--- config.mk ---
export PLATFORM = sky130hd
export DESIGN_NAME = lis_top
export DESIGN_NICKNAME = d
export VERILOG_FILES = /design/src/common/lis_pkg.sv /design/src/common/lis_code_if.sv /design/src/hdl/lis_top.sv /design/src/hdl/lis_rate_gen.sv /design/src/hdl/lis_code_player.sv
export SDC_FILE = /design/constraint.sdc
export NUM_CORES = 1
export LEC_CHECK = 0
export BUFFER_PORTS_ARGS = -buffer_cell sky130_fd_sc_hd__buf_2
export CAP_MARGIN = 10
export CORE_UTILIZATION = 40
export CTS_BUF_LIST = sky130_fd_sc_hd__clkbuf_4
export DETAILED_ROUTE_END_ITERATION = 8
export PLACE_DENSITY_LB_ADDON = 0.3
export SLEW_MARGIN = 20
export SYNTH_ARGS = -nofsm -noshare
export SYNTH_HDL_FRONTEND = slang
export SYNTH_SLANG_ARGS = --single-unit
--- constraint.sdc ---
create_clock -name clk -period 2.8 [get_ports clk]
set_input_delay 0 -clock clk [delete_from_list [all_inputs] [get_ports clk]]
set_output_delay 0 -clock clk [all_outputs]
set_load 0.005 [all_outputs]
--- src/common/lis_pkg.sv ---
`default_nettype none
package lis_pkg;
	// System clock rate
	localparam int unsigned CLK_HZ = 25_000_000;
	// Blink rates in hertz
	localparam int unsigned RATE_SLOW_HZ = 1;
	localparam int unsigned RATE_MID_HZ  = 3;
	localparam int unsigned RATE_FAST_HZ = 6;
	// Half periods in cycles, 50 percent duty
	localparam int unsigned HALF_SLOW = CLK_HZ / (2 * RATE_SLOW_HZ);
	localparam int unsigned HALF_MID  = CLK_HZ / (2 * RATE_MID_HZ);
	localparam int unsigned HALF_FAST = CLK_HZ / (2 * RATE_FAST_HZ);
	// Code blink timing in milliseconds
	localparam int unsigned SHORT_MS = 250;
	localparam int unsigned LONG_MS  = 750;
	localparam int unsigned GAP_MS   = 1000;
	localparam int unsigned SHORT_CYC = (CLK_HZ / 1000) * SHORT_MS;
	localparam int unsigned LONG_CYC  = (CLK_HZ / 1000) * LONG_MS;
	localparam int unsigned GAP_CYC   = (CLK_HZ / 1000) * GAP_MS;
	// Phase vector bit positions
	localparam int PH_SLOW = 0;
	localparam int PH_MID  = 1;
	localparam int PH_FAST = 2;
	// Digit field layout: {long, count[2:0]}, digit 0 lowest
	localparam int DIG_W    = 4;
	localparam int DIG_N    = 4;
	localparam int DIG_LONG = 3;
	// Fixed progress codes shown on halts and at reset
	localparam logic [7:0] PROG_SECURITY = 8'hae;
	localparam logic [7:0] PROG_CPU      = 8'he5;
	localparam logic [7:0] PROG_RESET    = 8'h00;
	// Fault blink codes selectable by firmware
	typedef enum logic [3:0] {
		LIS_USB, LIS_SECURITY, LIS_MEMORY, LIS_CPU_MISMATCH,
		LIS_REC_START, LIS_REC_FAIL, LIS_1521, LIS_1524,
		LIS_1542, LIS_1544, LIS_1512, LIS_1514
	} lis_code_t;
	// Management controller boot phases
	typedef enum logic [2:0] {
		B_MEMFAIL, B_IMGBAD, B_LOADER, B_OS, B_NORMAL
	} lis_boot_t;
	// Identify LED modes
	typedef enum logic [1:0] {ID_OFF, ID_STEADY, ID_BLINK} lis_id_t;
endpackage
`default_nettype wire

--- src/common/lis_code_if.sv ---
`timescale 1ns/1ns
`default_nettype none
interface lis_code_if;
	logic        req;     // Start a code, one cycle
	logic [15:0] digits;  // Four digit fields
	logic [2:0]  ndig;    // Digits in use
	logic        busy;    // Player running
	logic        done;    // Code finished, one cycle
	logic        led;     // Blink output
	modport src (output req, digits, ndig, input busy, done, led);
	modport player (input req, digits, ndig, output busy, done, led);
endinterface
`default_nettype wire

--- src/hdl/lis_top.sv ---
`timescale 1ns/1ns
`default_nettype none
module lis_top #(
	parameter int unsigned HALF_S    = lis_pkg::HALF_SLOW,
	parameter int unsigned HALF_M    = lis_pkg::HALF_MID,
	parameter int unsigned HALF_F    = lis_pkg::HALF_FAST,
	parameter int unsigned SHORT_C   = lis_pkg::SHORT_CYC,
	parameter int unsigned LONG_C    = lis_pkg::LONG_CYC,
	parameter int unsigned GAP_C     = lis_pkg::GAP_CYC,
	parameter logic [7:0]  MEM_ERROR = 8'he8
) (
	// Clock and reset
	input  wire logic              clk,
	input  wire logic              reset_n,
	// Identify sources
	input  wire logic              identify_button,
	input  wire logic              remote_identify_on,
	input  wire logic              remote_identify_off,
	// Management controller boot events
	input  wire logic              mc_reset_start,
	input  wire logic              mc_mem_test_fail,
	input  wire logic              mc_images_bad,
	input  wire logic              mc_os_handoff,
	input  wire logic              mc_boot_done,
	// System health
	input  wire logic              health_degraded,
	input  wire logic              health_fault,
	// Fault blink code request
	input  wire logic              code_req,
	input  wire lis_pkg::lis_code_t code_sel,
	// Progress display control
	input  wire logic              progress_write,
	input  wire logic [7:0]        progress_code,
	input  wire logic              self_test_complete,
	// Indicator outputs
	output logic                   identify_led,
	output logic                   status_green,
	output logic                   status_amber,
	output logic                   fault_blink_indicator,
	output logic [7:0]             progress_leds,
	// Status toward firmware
	output logic                   code_busy,
	output logic                   code_done,
	output logic                   system_halt
);
	import lis_pkg::*;

	// All block state in one record, rebuilt each cycle
	// Every output pin is a field here, so each comes from a flop
	// Boot patterns mask the identify mode but never clear it
	typedef struct packed {
		lis_id_t     id;      // Identify mode
		lis_boot_t   boot;    // Boot phase
		logic        req;     // Request to player
		logic [15:0] digits;  // Digits to player
		logic [2:0]  ndig;    // Digit count to player
		logic        halt;    // System halted
		logic [7:0]  prog;    // Progress LEDs shown
		logic        id_led;  // Identify output
		logic        green;   // Green output
		logic        amber;   // Amber output
		logic        fblink;  // Fault blink output
		logic        busy;    // Busy output
		logic        done;    // Done output
	} lis_top_t;

	// Reset value; the boot sequence starts at power-up
	localparam lis_top_t TOP_RESET = '{
		id: ID_OFF, boot: B_LOADER, req: 1'b0, digits: 16'h0,
		ndig: 3'h0, halt: 1'b0, prog: PROG_RESET,
		id_led: 1'b0, green: 1'b0, amber: 1'b0, fblink: 1'b0,
		busy: 1'b0, done: 1'b0
	};

	lis_top_t st, next_st;

	// Blink phases from the rate generator
	// Bit order follows the package phase positions
	logic [2:0] phase;

	// Link to the code player
	// Request in; busy, done and blink out
	lis_code_if code ();

	// Slow, mid and fast square waves
	lis_rate_gen #(
		.HALF_S (HALF_S),
		.HALF_M (HALF_M),
		.HALF_F (HALF_F)
	) u_rate (
		.clk     (clk),
		.reset_n (reset_n),
		.phase   (phase)
	);

	// Counted blink player
	lis_code_player #(
		.SHORT_C (SHORT_C),
		.LONG_C  (LONG_C),
		.GAP_C   (GAP_C)
	) u_player (
		.clk     (clk),
		.reset_n (reset_n),
		.code    (code)
	);

	// One digit field: long flag and count
	function automatic logic [3:0] dg(logic lng, logic [2:0] c);
		return {lng, c};
	endfunction

	// Digit pattern for each code, digit 0 lowest
	// Top three bits give the digit count; digit 0 plays first
	// Codes outside the table are not expected from firmware
	function automatic logic [18:0] pattern(lis_code_t c);
		case (c)
			LIS_USB:          return {3'h1, 12'h0, dg(1'b0, 3'h1)};
			LIS_SECURITY:     return {3'h1, 12'h0, dg(1'b1, 3'h1)};
			LIS_MEMORY:       return {3'h1, 12'h0, dg(1'b0, 3'h3)};
			LIS_CPU_MISMATCH: return {3'h2, 8'h0, dg(1'b0, 3'h1),
				dg(1'b1, 3'h3)};
			LIS_REC_START:    return {3'h1, 12'h0, dg(1'b0, 3'h2)};
			LIS_REC_FAIL:     return {3'h1, 12'h0, dg(1'b0, 3'h4)};
			LIS_1521: return {3'h4, dg(1'b0, 3'h1), dg(1'b0, 3'h2),
				dg(1'b0, 3'h5), dg(1'b0, 3'h1)};
			LIS_1524: return {3'h4, dg(1'b0, 3'h4), dg(1'b0, 3'h2),
				dg(1'b0, 3'h5), dg(1'b0, 3'h1)};
			LIS_1542: return {3'h4, dg(1'b0, 3'h2), dg(1'b0, 3'h4),
				dg(1'b0, 3'h5), dg(1'b0, 3'h1)};
			LIS_1544: return {3'h4, dg(1'b0, 3'h4), dg(1'b0, 3'h4),
				dg(1'b0, 3'h5), dg(1'b0, 3'h1)};
			LIS_1512: return {3'h4, dg(1'b0, 3'h2), dg(1'b0, 3'h1),
				dg(1'b0, 3'h5), dg(1'b0, 3'h1)};
			LIS_1514: return {3'h4, dg(1'b0, 3'h4), dg(1'b0, 3'h1),
				dg(1'b0, 3'h5), dg(1'b0, 3'h1)};
			default:  return 19'h0;
		endcase
	endfunction

	// Player inputs come from registers
	assign code.req    = st.req;
	assign code.digits = st.digits;
	assign code.ndig   = st.ndig;

	// Next state of the whole indicator block
	always_comb begin
		logic        take;     // Code request accepted
		logic [18:0] pat;      // Selected pattern
		logic        id_lvl;   // Normal identify level
		take   = 1'b0;
		pat    = pattern(code_sel);
		id_lvl = 1'b0;
		next_st = st;

		// Identify mode: newest request wins
		// Button toggles steady and off; remote blinks or clears
		if (identify_button) begin
			case (st.id)
				ID_OFF:    next_st.id = ID_STEADY;
				ID_STEADY: next_st.id = ID_OFF;
				ID_BLINK:  next_st.id = ID_STEADY;
				default:   next_st.id = ID_OFF;
			endcase
		end else if (remote_identify_on) begin
			next_st.id = ID_BLINK;
		end else if (remote_identify_off) begin
			next_st.id = ID_OFF;
		end

		// Boot phase tracking
		// Phase lengths are paced by firmware events, not timed
		// Failure phases are terminal; only a reset leaves them
		case (st.boot)
			B_LOADER: begin
				if (mc_mem_test_fail) begin
					next_st.boot = B_MEMFAIL;
				end else if (mc_images_bad) begin
					next_st.boot = B_IMGBAD;
				end else if (mc_os_handoff) begin
					next_st.boot = B_OS;
				end
			end
			B_OS: begin
				if (mc_mem_test_fail) begin
					next_st.boot = B_MEMFAIL;
				end else if (mc_boot_done) begin
					next_st.boot = B_NORMAL;
				end else if (mc_reset_start) begin
					next_st.boot = B_LOADER;
				end
			end
			B_NORMAL: begin
				// Update, cold reset or watchdog restarts it
				if (mc_reset_start) begin
					next_st.boot = B_LOADER;
				end
			end
			B_MEMFAIL: next_st.boot = B_MEMFAIL; // Not recoverable
			B_IMGBAD:  next_st.boot = B_IMGBAD;  // Not recoverable
			default:   next_st.boot = B_LOADER;
		endcase

		// Accept a code only while the player is idle
		// The in-flight flag covers the cycle before the player
		// reports busy, so one request is never taken twice
		next_st.req = 1'b0;
		if (code_req && !code.busy && !st.req) begin
			take = 1'b1;
			next_st.req    = 1'b1;
			next_st.ndig   = pat[18:16];
			next_st.digits = pat[15:0];
		end

		// Halting codes and their progress codes
		// A halt holds the display until reset, except that a later
		// halting code loads its own code; firmware writes are dropped
		if (take) begin
			case (code_sel)
				LIS_SECURITY: begin
					next_st.halt    = 1'b1;
					next_st.prog    = PROG_SECURITY;
				end
				LIS_MEMORY: begin
					next_st.halt    = 1'b1;
					next_st.prog    = MEM_ERROR;
				end
				LIS_CPU_MISMATCH: begin
					next_st.halt    = 1'b1;
					next_st.prog    = PROG_CPU;
				end
				default: next_st.halt = st.halt;
			endcase
		end else if (!st.halt) begin
			// Progress display follows firmware until a halt, except in a cycle that accepts a code
			if (progress_write) begin
				next_st.prog = progress_code;
			end else if (self_test_complete) begin
				// Blanked display keeps no stale code
				next_st.prog = 8'h00;
			end
		end

		// Identify level in normal operation
		case (st.id)
			ID_STEADY: id_lvl = 1'b1;
			ID_BLINK:  id_lvl = phase[PH_SLOW];
			default:   id_lvl = 1'b0;
		endcase

		// LED patterns by boot phase
		// Outside normal operation the boot pattern is shown; the
		// identify mode reappears once boot ends
		case (st.boot)
			B_MEMFAIL: begin
				next_st.id_led = 1'b1;
				next_st.amber  = 1'b1;
				next_st.green  = 1'b0;
			end
			B_IMGBAD: begin
				next_st.id_led = phase[PH_FAST];
				next_st.amber  = 1'b1;
				next_st.green  = 1'b0;
			end
			B_LOADER: begin
				next_st.id_led = phase[PH_MID];
				next_st.amber  = 1'b0;
				next_st.green  = phase[PH_SLOW];
			end
			B_OS: begin
				next_st.id_led = 1'b1;
				next_st.amber  = 1'b0;
				next_st.green  = 1'b1;
			end
			B_NORMAL: begin
				// Amber wins; degraded blinks green
				next_st.id_led = id_lvl;
				next_st.amber  = health_fault;
				next_st.green  = !health_fault &&
					(!health_degraded || phase[PH_SLOW]);
			end
			default: begin
				next_st.id_led = 1'b0;
				next_st.amber  = 1'b0;
				next_st.green  = 1'b0;
			end
		endcase

		// Registered copies of player outputs
		next_st.fblink = code.led;
		// Busy spans the request cycle and the whole playback
		next_st.busy   = code.busy || st.req || next_st.req;
		next_st.done   = code.done;
	end

	// State register
	// Synchronous reset; its release starts the boot sequence
	always_ff @(posedge clk) begin
		if (!reset_n) begin
			st <= TOP_RESET;
		end else begin
			st <= next_st;
		end
	end

	// Outputs straight from the state register
	assign identify_led          = st.id_led;
	assign status_green          = st.green;
	assign status_amber          = st.amber;
	assign fault_blink_indicator = st.fblink;
	// Latest progress code, blank after self test, until a halting code loads its own
	assign progress_leds         = st.prog;
	assign code_busy             = st.busy;
	assign code_done             = st.done;
	assign system_halt           = st.halt;
endmodule
`default_nettype wire

--- src/hdl/lis_rate_gen.sv ---
`timescale 1ns/1ns
`default_nettype none
module lis_rate_gen #(
	parameter int unsigned HALF_S = lis_pkg::HALF_SLOW,
	parameter int unsigned HALF_M = lis_pkg::HALF_MID,
	parameter int unsigned HALF_F = lis_pkg::HALF_FAST
) (
	// Clock and reset
	input  wire logic       clk,
	input  wire logic       reset_n,
	// Square wave phases
	output logic [2:0]      phase
);
	import lis_pkg::*;

	// Refuse zero half periods
	if (HALF_S < 1 || HALF_M < 1 || HALF_F < 1) begin : g_chk
		$error("lis_rate_gen: half period below one cycle");
	end

	typedef struct packed {
		logic [31:0] cs;  // Slow counter
		logic [31:0] cm;  // Mid counter
		logic [31:0] cf;  // Fast counter
		logic [2:0]  ph;  // Phases
	} lis_rate_t;

	lis_rate_t st, next_st;

	// True at the last cycle of a half period
	function automatic logic wrap(logic [31:0] c, int unsigned h);
		return c == 32'(h - 1);
	endfunction

	// Counters and phase toggles
	always_comb begin
		next_st = st;
		next_st.cs = wrap(st.cs, HALF_S) ? 32'h0 : st.cs + 32'h1;
		next_st.cm = wrap(st.cm, HALF_M) ? 32'h0 : st.cm + 32'h1;
		next_st.cf = wrap(st.cf, HALF_F) ? 32'h0 : st.cf + 32'h1;
		next_st.ph[PH_SLOW] = st.ph[PH_SLOW] ^ wrap(st.cs, HALF_S);
		next_st.ph[PH_MID]  = st.ph[PH_MID] ^ wrap(st.cm, HALF_M);
		next_st.ph[PH_FAST] = st.ph[PH_FAST] ^ wrap(st.cf, HALF_F);
	end

	// State register
	always_ff @(posedge clk) begin
		if (!reset_n) begin
			st <= '0;
		end else begin
			st <= next_st;
		end
	end

	assign phase = st.ph;
endmodule
`default_nettype wire

--- src/hdl/lis_code_player.sv ---
`timescale 1ns/1ns
`default_nettype none
module lis_code_player #(
	parameter int unsigned SHORT_C = lis_pkg::SHORT_CYC,
	parameter int unsigned LONG_C  = lis_pkg::LONG_CYC,
	parameter int unsigned GAP_C   = lis_pkg::GAP_CYC
) (
	// Clock and reset
	input  wire logic clk,
	input  wire logic reset_n,
	// Code request and blink
	lis_code_if.player code
);
	import lis_pkg::*;

	// Refuse zero durations
	if (SHORT_C < 1 || LONG_C < 1 || GAP_C < 1) begin : g_chk
		$error("lis_code_player: duration below one cycle");
	end

	typedef enum logic [1:0] {P_IDLE, P_ON, P_OFF, P_GAP} lis_pst_t;

	typedef struct packed {
		lis_pst_t    ps;     // Phase of playback
		logic [15:0] dig;    // Latched digits
		logic [2:0]  ndig;   // Latched digit count
		logic [1:0]  idx;    // Current digit
		logic [2:0]  left;   // Pulses left in digit
		logic [31:0] tmr;    // Down counter
		logic        done;   // Finish pulse
	} lis_play_t;

	lis_play_t st, next_st;

	// Lit or dark length of one pulse of a digit
	function automatic logic [31:0] dur(logic [15:0] d, logic [1:0] i);
		return d[DIG_W*i + DIG_LONG] ? 32'(LONG_C - 1) : 32'(SHORT_C - 1);
	endfunction

	// Pulse count of one digit
	function automatic logic [2:0] cnt(logic [15:0] d, logic [1:0] i);
		return d[DIG_W*i +: 3];
	endfunction

	// Playback sequence
	always_comb begin
		next_st = st;
		next_st.done = 1'b0;
		case (st.ps)
			P_IDLE: begin
				// Requests while busy never reach here
				if (code.req) begin
					next_st.dig  = code.digits;
					next_st.ndig = code.ndig;
					next_st.idx  = 2'h0;
					next_st.left = cnt(code.digits, 2'h0);
					next_st.tmr  = dur(code.digits, 2'h0);
					next_st.ps   = P_ON;
				end
			end
			P_ON: begin
				// Equal dark time after each lit time
				if (st.tmr == 32'h0) begin
					next_st.tmr = dur(st.dig, st.idx);
					next_st.ps  = P_OFF;
				end else begin
					next_st.tmr = st.tmr - 32'h1;
				end
			end
			P_OFF: begin
				if (st.tmr != 32'h0) begin
					next_st.tmr = st.tmr - 32'h1;
				end else if (st.left > 3'h1) begin
					// Pulses per digit equal its value
					next_st.left = st.left - 3'h1;
					next_st.tmr  = dur(st.dig, st.idx);
					next_st.ps   = P_ON;
				end else if (3'(st.idx) + 3'h1 < st.ndig) begin
					next_st.tmr = 32'(GAP_C - 1);
					next_st.ps  = P_GAP;
				end else begin
					// One emission per request
					next_st.done = 1'b1;
					next_st.ps   = P_IDLE;
				end
			end
			P_GAP: begin
				if (st.tmr == 32'h0) begin
					next_st.idx  = st.idx + 2'h1;
					next_st.left = cnt(st.dig, st.idx + 2'h1);
					next_st.tmr  = dur(st.dig, st.idx + 2'h1);
					next_st.ps   = P_ON;
				end else begin
					next_st.tmr = st.tmr - 32'h1;
				end
			end
			default: next_st.ps = P_IDLE;
		endcase
	end

	// State register
	always_ff @(posedge clk) begin
		if (!reset_n) begin
			st <= '0;
		end else begin
			st <= next_st;
		end
	end

	assign code.busy = (st.ps != P_IDLE);
	assign code.done = st.done;
	assign code.led  = (st.ps == P_ON);
endmodule
`default_nettype wire

==> reports/results.txt, run 1 <==
The run finished with clean final reports. After detailed routing, no signal wire sits above met4. The clock net in this run drives a total of 188 sinks. Synthesis produced a netlist whose cell count is 1080. VDD sags by at most 223.5 uV. The tools report the synthesized area as 0.008919 mm^2. The wire-length estimate of the detail-placed layout is 13.85 mm. For the overflow left after global routing, the log shows 0. The tools report the endpoint type of the worst setup path as a register. After routing, the total negative slack on setup checks comes to 0 ns.

The initial utilization of the core area, before any placement, comes to 40.87%. Counting instances, the worst hold path has a depth of 6. Clock-pin slew was measured on the worst setup and hold paths at 0.19 ns. The core area is 0.02182 mm^2, and the total power is 5.380 mW.

Wire segments on met3 add up to 744 um in the final route. In the final routing, the length of wire on met1 measures 9.776 mm. The run gives 0 as the residual DRC count. Excluding fillers, the count of instances in the completed layout stands at 1458. Clock tree synthesis inserted a total of 17 buffers. During placement, the flow inserted port buffers numbering 41.

The finished cells cover 0.01026 mm^2. The final routed wirelength across all metal layers was 20.03 mm. 42 I/O pins were placed.

The proportion of synthesized flip-flops having asynchronous set or reset is 0%, and the hold violation total from the final report is 0. Derived from the worst setup path, the maximum achievable clock frequency is 0.3801 GHz. Entering global routing, the biggest net connects 37 pins. For the area of the die, the log shows 0.02290 mm^2.

At the worst endpoint, the arrival time is 3.11 ns. For the post-layout worst setup margin, the log shows 0.1689 ns. The path category of the worst min-delay check was in2reg.

In the synthesized netlist the dominant register cell turns out to be dfxtp_1. Global routing used 18.21% of the available tracks across all layers. The number of nets at the end of the flow was 1206; the max-cap check violation count was 0. For this design the ratio of total power to cell area is 524.3 mW/mm^2.

Setup repair after global routing left no endpoint under its margin. Clock tree synthesis selected as its root buffer the cell clkbuf_4. The mean area per synthesized cell was 8.258 um^2. Final count of negative-setup-slack endpoints: 0.

The largest delay contributor family on the critical path was simple AND/OR/NAND/NOR gates. Counting every net in the synthesized netlist gives 1122. The clock passes through at most 2 buffers. Headroom to the max-slew limit came out at 34.27%. The run gives 33.42 mm as the wire length of the first global-routing pass. On the final layout, the worst clock skew is 0.03490 ns. In this run the remaining antenna-violating nets after routing total 0. The area growth from synthesis to layout came out at 15.05%.

Traced cell by cell, the critical path runs through nor4_1 -> nand2_1 -> or4_4 -> o21ai_2 -> buf_4 -> a21oi_1 -> o221a_2. The startpoint type of the worst setup path was a register. The detailed-route vias per instance was 5.287. The number of distinct library cells after synthesis came out at 71.

The number of design-rule violations left by the first detailed-router iteration came out at 390. The layout has 2155 filler cells. Of all nets on the critical path, the largest fanout is 14. The final max-slew violation count was 0; the count of flip-flops with a built-in enable after synthesis was 0. The H-tree generated during clock tree synthesis spans 4 levels. The utilization after layout came out at 47.02%.

The detailed router placed 7709 vias in this run. The die boundary height was 151.3 um. On the critical path, the stage with the largest delay is an instance of or4_4.

For this run, the number of Yosys warnings is 0. In the final routed layout, each cell accounts on average for 13.74 um. The standard cell area after detailed placement is 0.009493 mm^2. The longest individual stage delay on the worst path is 0.66 ns, and the placed cell count is 1382. Weighted congestion at the end of routability-driven global placement: 0.8247.

The worst setup path is of the reg2reg kind. The number of buffer and inverter instances along the worst setup path was 1; the number of antenna violations at the first check in global routing was 1. Number of detailed-routing iterations run before antenna repair: 5. TritonCTS built the clock tree. The final clock period utilization by the worst path is 93.97%. For the number of global-route vias before repair, the log shows 6914. The die is 151.3 um wide. For the worst setup path, the data required time is 3.28 ns. Final hold analysis gives a worst-case slack of 0.09242 ns.

In this run the core area contains 54 standard-cell rows. After clock tree synthesis, the setup repair step added 0 buffers. The worst setup timing slack at the placement stage came out at 0.2319 ns.

The sum of met2 wire segment lengths after detailed routing was 9.243 mm. The number of cells on the worst reg-to-reg path is 7. Cells with a size suffix above 1 make up 10.88% of the layout. The routed design could run at a clock period as short as 2.631 ns.

The clock insertion delay at the later pin of the skew report is 0.60 ns, and the number of cells on the critical path is 7. For this design the static power due to leakage is 3.765 nW. The sequential element share of the synthesized area was 42.20%.

Counting flops and latches in the post-synthesis netlist gives 188. For the pin with the worst max-slew slack, the measured transition is 0.9823 ns.
## final timing paths
check / start / endpoint / slack [ns]
hold / removal: self_test_complete / progress_leds[3] / 0.09
setup reg to reg: u_player.st[10] / u_player.st[19] / 0.17
setup / recovery: u_player.st[10] / u_player.st[19] / 0.17
hold reg to reg: u_player.code.done / code_done / 0.46
## Yosys cell counts (10+ instances only)
cell | instances | area share, %
dfxtp_1 | 188 | 42
a21oi_1 | 69 | 3.9
nand4_1 | 28 | 2.0
nand3_1 | 47 | 2.6
nor3_1 | 45 | 2.5
ha_1 | 15 | 2.1
or3_1 | 20 | 1.4
o211ai_1 | 10 | 0.84
and4_1 | 10 | 0.98
inv_1 | 27 | 1.1
xor2_1 | 63 | 6.2
a211oi_1 | 14 | 1.2
xnor2_1 | 35 | 3.4
nand2_1 | 99 | 4.2
clkbuf_1 | 35 | 1.5
nor2_1 | 175 | 7.4
nor4_1 | 23 | 1.6
nand2b_1 | 12 | 0.84
and3_1 | 17 | 1.2
o21ai_0 | 25 | 1.4
## placed cells by master (no fill, tap or decap), drive strengths merged, types with 5 or more instances in the layout
| cell | synthesis | final |
|---|---|---|
| dfxtp | 188 | 188 |
| nor2 | 175 | 175 |
| nand2 | 99 | 99 |
| buf | 20 | 77 |
| a21oi | 69 | 69 |
| xor2 | 63 | 63 |
| nand3 | 49 | 49 |
| nor3 | 45 | 45 |
| dlygate4sd3 | 0 | 43 |
| xnor2 | 35 | 35 |
| o21ai | 33 | 33 |
| inv | 27 | 31 |
| nand4 | 28 | 28 |
| nor4 | 25 | 25 |
| or3 | 20 | 20 |
| and3 | 17 | 17 |
| clkbuf | 35 | 17 |
| ha | 15 | 15 |
| a211oi | 14 | 14 |
| nand2b | 12 | 12 |
| o211ai | 11 | 11 |
| and4 | 10 | 10 |
| clkinv | 0 | 9 |
| a31oi | 7 | 7 |
| nor4b | 6 | 6 |
| a311oi | 6 | 6 |
| nand3b | 5 | 5 |
| mux2i | 5 | 5 |
| o21a | 5 | 5 |
## cells by family after synthesis
kind of cell    after synthesis  share of synthesized area [%]
xor+xnor                     98                          9.624
fa+ha+maj                    15                          2.104
buf+inv                      82                          4.097
flops                       188                          42.20
simple gates                516                          28.51
mux                           8                          1.192
compound gates              173                          12.28
## tightest hold or removal path: stages
cell	delay, ns
buf_2	0.10
nor2_1	0.07
or3_1	0.18
nand2b_2	0.15
nor2_1	0.13
a211oi_1	0.05
## power breakdown
group / total (mW) / switching [mW] / internal, mW
registers: 2.87 / 0.100 / 2.77
logic: 0.916 / 0.529 / 0.387
clock network: 1.59 / 1.08 / 0.508
total: 5.38 / 1.71 / 3.67
## metal layers
layer / global-route usage [%] / up-vias
met4: 5.800 / 0
li1: - / 3968
met2: 28.81 / 157
met5: 0 / -
met1: 25.09 / 3560
met3: 3.012 / 24
## area by class of cell
| class | instances | area [um^2] | share of cell area, % |
|---|---|---|---|
| clock inverter | 15 | 203.9 | 1.988 |
| sequential | 188 | 3765 | 36.69 |
| tap | 280 | 350.3 | 3.414 |
| multi-input combinational | 810 | 4792 | 46.70 |
| inverter | 27 | 101.3 | 0.9877 |
| clock buffer | 17 | 127.6 | 1.244 |
| antenna | 1 | 2.502 | 0.02439 |
| timing repair buffer | 120 | 918.4 | 8.950 |
## flip-flops by register name (all words and copies together) (netlist names), 2 cells and up
register	flops
code.digits	12
code.ndig	2
progress_leds	8
st	5
u_player.st	53
u_rate.phase	3
u_rate.st	96
## repair_timing
action | in CTS | in global routing
setup endpoints to repair | 0 | 2
endpoints found under the hold margin | 61 | 0
resized for setup | 0 | 2
hold buffers | 43 | 0
No activity file was read; power rests on OpenSTA's default activity.
==> run 2, diff against run 1 <==
CORE_UTILIZATION = 30   (was 40)
==> run 2 against run 1 <==
Cell count rose by 6.8%. Clock power decreased by 5%. Wire length increased by 5.5%. Worst setup slack gained 0.044 ns. Sequential power is essentially flat. First-iteration DRC count grew 3.6%. Non-clock buffer count fell by 5. Cell area up 0.43%. Combinational power up 0.9%. Utilization fell by 12 points. Critical endpoint is now progress_leds[1]. Largest power group unchanged.
==> reports/results.txt, run 2 (synthesized netlist as in run 1, its figures left out) <==
The number of cells on the critical path is 7 (unchanged), and the peak supply drop is 201.8 uV (-9.7%). STA classifies the critical path endpoint as a register. The number of port buffers came out at 41 (unchanged). The run gives 5 (unchanged) as the number of detailed-routing iterations run before antenna repair. The wire length of the first global-routing pass is 36.37 mm (+8.8%), and the transition time at the pin with the least slew margin is 1.036 ns (+0.05392 ns).

The clock insertion delay at the later pin of the skew report came out at 0.60 ns (about the same). In this run the clock root is driven by a clkbuf_4. The number of cells on the worst reg-to-reg path came out at 7 (unchanged).

The tools report the register area as 0.003764 mm^2 (about the same). The longest individual stage delay on the worst path is 0.57 ns (-0.09 ns). The site row count is 62 (+15%).

The final routed wirelength across all metal layers was 21.14 mm (+5.5%); the worst slew slack as a fraction of its limit was 30.82% (-3.5 points). Boundary pin count: 42 (unchanged). The overflow left after global routing is 0 (unchanged), and the final critical path time including I/O delays and setup is 2.588 ns (-0.04358 ns). The hold-critical path depth was 3 (-3). The global-route usage over all layers is 14.54% (-3.7 points), and the flip-flop count of the largest register after layout is 96 (unchanged).

The remaining antenna violation count after routing is 0 (unchanged), and the residual DRC count is 0 (unchanged). The global-route layer with the greatest usage was met2. Timing-limited maximum frequency: 0.3865 GHz (+1.7%). The run gives 1557 (+6.8%) as the number of cells in the finished layout apart from fillers.

The fraction of layout instances using a drive strength above 1 was 10.75% (-0.12 points). In the layout the commonest cells are dfxtp_1, nor2_1, nand2_1. The core area was 0.02901 mm^2 (+33%). Setup repair after global routing left no endpoint under its margin. The final count of negative-setup-slack endpoints came out at 0 (unchanged). For the critical path data required time, the log shows 3.36 ns (+0.08 ns). The run gives 0.004806 mm^2 (+0.29%) as the footprint of the multi-input gates. The maximum fanout along the worst path was 13 (-1). The path type of the worst setup path is reg2reg.

The maximum number of buffers from clock root to sink is 2 (unchanged), and the number of global-route vias before repair is 7299 (+5.6%). The critical path goes through nor3_1 -> nand2_1 -> nor4_1 -> nand2b_2 -> nor2_1 -> a311oi_1 -> dlygate4sd3_1. For the global-route track usage on met2, the log shows 22.53% (-6.3 points).

The area growth from synthesis to layout works out to 15.54%. The run gives 1 (unchanged) as the number of antenna violations at the first check in global routing. TritonCTS built the clock tree.

The run gives 2.581% (-0.43 points) as the met3 capacity usage during global routing. The power density of the placed cells was 514.5 mW/mm^2 (-1.9%). The placed cell count was 1483 (+7.3%); the arrival time of the worst setup path was 3.15 ns (+0.04 ns).

The largest net degree at the start of global routing is 54 (+46%), and the area of the die is 0.03042 mm^2 (+33%). On the critical path, the stage with the largest delay is an instance of dlygate4sd3_1. The run gives 35.52% (-12 points) as the utilization after layout. For the count of fill cells added during filler insertion, the log shows 3101 (+44%). On the critical path the largest part of the delay comes from simple AND/OR/NAND/NOR gates. The logs give 3.717 nW (-1.3%) for the static leakage power and 0.02574 ns (-0.009154 ns) for the setup skew after layout. The clock transition time at the flip-flop clock pins of the worst setup and hold paths works out to 0.17 ns (-0.02 ns). The final max-slew violation count is 0 (unchanged), and the number of nets at the end of the flow is 1201 (-0.41%).

The most flop-heavy register was u_rate.st. For the post-CTS setup buffer count, the log shows 0 (unchanged). The final clock period utilization by the worst path came out at 92.41% (-1.6 points). The weighted congestion at the end of routability-driven global placement was 0.8685 (+5.3%); the met1 track demand over resource in global routing was 20.37% (-4.7 points).

Detailed placement HPWL: 14.64 mm (+5.8%). Path category of the worst min-delay check: in2reg. The number of clock sinks seen by CTS came out at 188 (unchanged).

The run gives 30.74% (-10 points) as the effective utilization at floorplan. Startpoint type of the worst setup path: a register. The count of H-tree levels built during CTS was 4 (unchanged); the number of design-rule violations left by the first detailed-router iteration was 404 (+3.6%). Most frequent standard cell in the layout excluding fill and tap cells: dfxtp_1.

The hold violation total from the final report is 0 (unchanged), and the die boundary width is 174.4 um (+15%). The via count was 7700 (-0.12%); the routed wirelength normalized by instance count was 13.58 um (-1.2%). The logs give 0 (unchanged) for the max-cap check violation count and 0 ns (unchanged) for the final total negative setup slack. The die boundary height was 174.4 um (+15%). The run finished with clean final reports.

The number of clock buffers inserted by TritonCTS was 17 (unchanged); the detailed-route vias per instance was 4.945 (-6.5%). The number of buffer and inverter instances along the worst setup path is 1 (unchanged).
run 2: path summary, 6_finish.rpt:
check                           slack (ns)                from               end
worst min-delay path                  0.15     identify_button            st[38]
worst min register to register        0.46  u_player.code.done         code_done
worst max-delay path                  0.21     u_player.st[57]  progress_leds[1]
worst max register to register        0.21     u_player.st[57]  progress_leds[1]
run 2: what timing repair did:
item	in CTS	in global routing
resized for setup	0	3
endpoints found under the hold margin	46	0
hold buffers	41	0
endpoints found under the setup margin	0	12
run 2: where the power goes:
group	internal (mW)	leakage (nW)	total (mW)	switching, mW
combinational	0.382	2.04	0.924	0.542
sequential	2.77	1.53	2.87	0.101
clock	0.486	0.152	1.51	1.02
total	3.64	3.72	5.30	1.66
run 2: through the flow:
step	hold slack, ns	power [mW]	area [um^2]	worst slack (ns)
5_1_grt	0.1126	5.621	10300	0.01107
6_report	0.1530	5.302	10300	0.2125
3_3_place_gp	0.2033	3.782	9588	0.2252
3_5_place_dp	0.2052	3.786	9588	0.1706
2_1_floorplan	0.07931	3.515	8919	0.3958
4_1_cts	0.08235	5.368	10290	0.05698
run 2: area by class of cell:
class	count	area share, %
clock inverters	14	1.481
inverters	27	0.9835
multi-input cells	810	46.64
clock buffers	18	1.311
diodes	1	0.02428
well taps	384	4.662
repair buffers	115	8.378
flip-flops and latches	188	36.52
run 2: layer usage:
layer,vias to the layer above,part of all wire [%],routed length (um)
li1,3940,-,-
met2,104,45,9601
met3,17,2.8,585
met1,3639,50,10630
met5,-,0,0
met4,0,1.5,318
run 2: worst reg2reg max path: cells and delay by family (launching register included):
| kind | cells | cell delay (ns) |
|---|---|---|
| DFF | 1 | 0.35 |
| buffers and inverters | 1 | 0.57 |
| AOI/OAI and AO/OA | 1 | 0.23 |
| and+or+nand+nor | 5 | 1.41 |
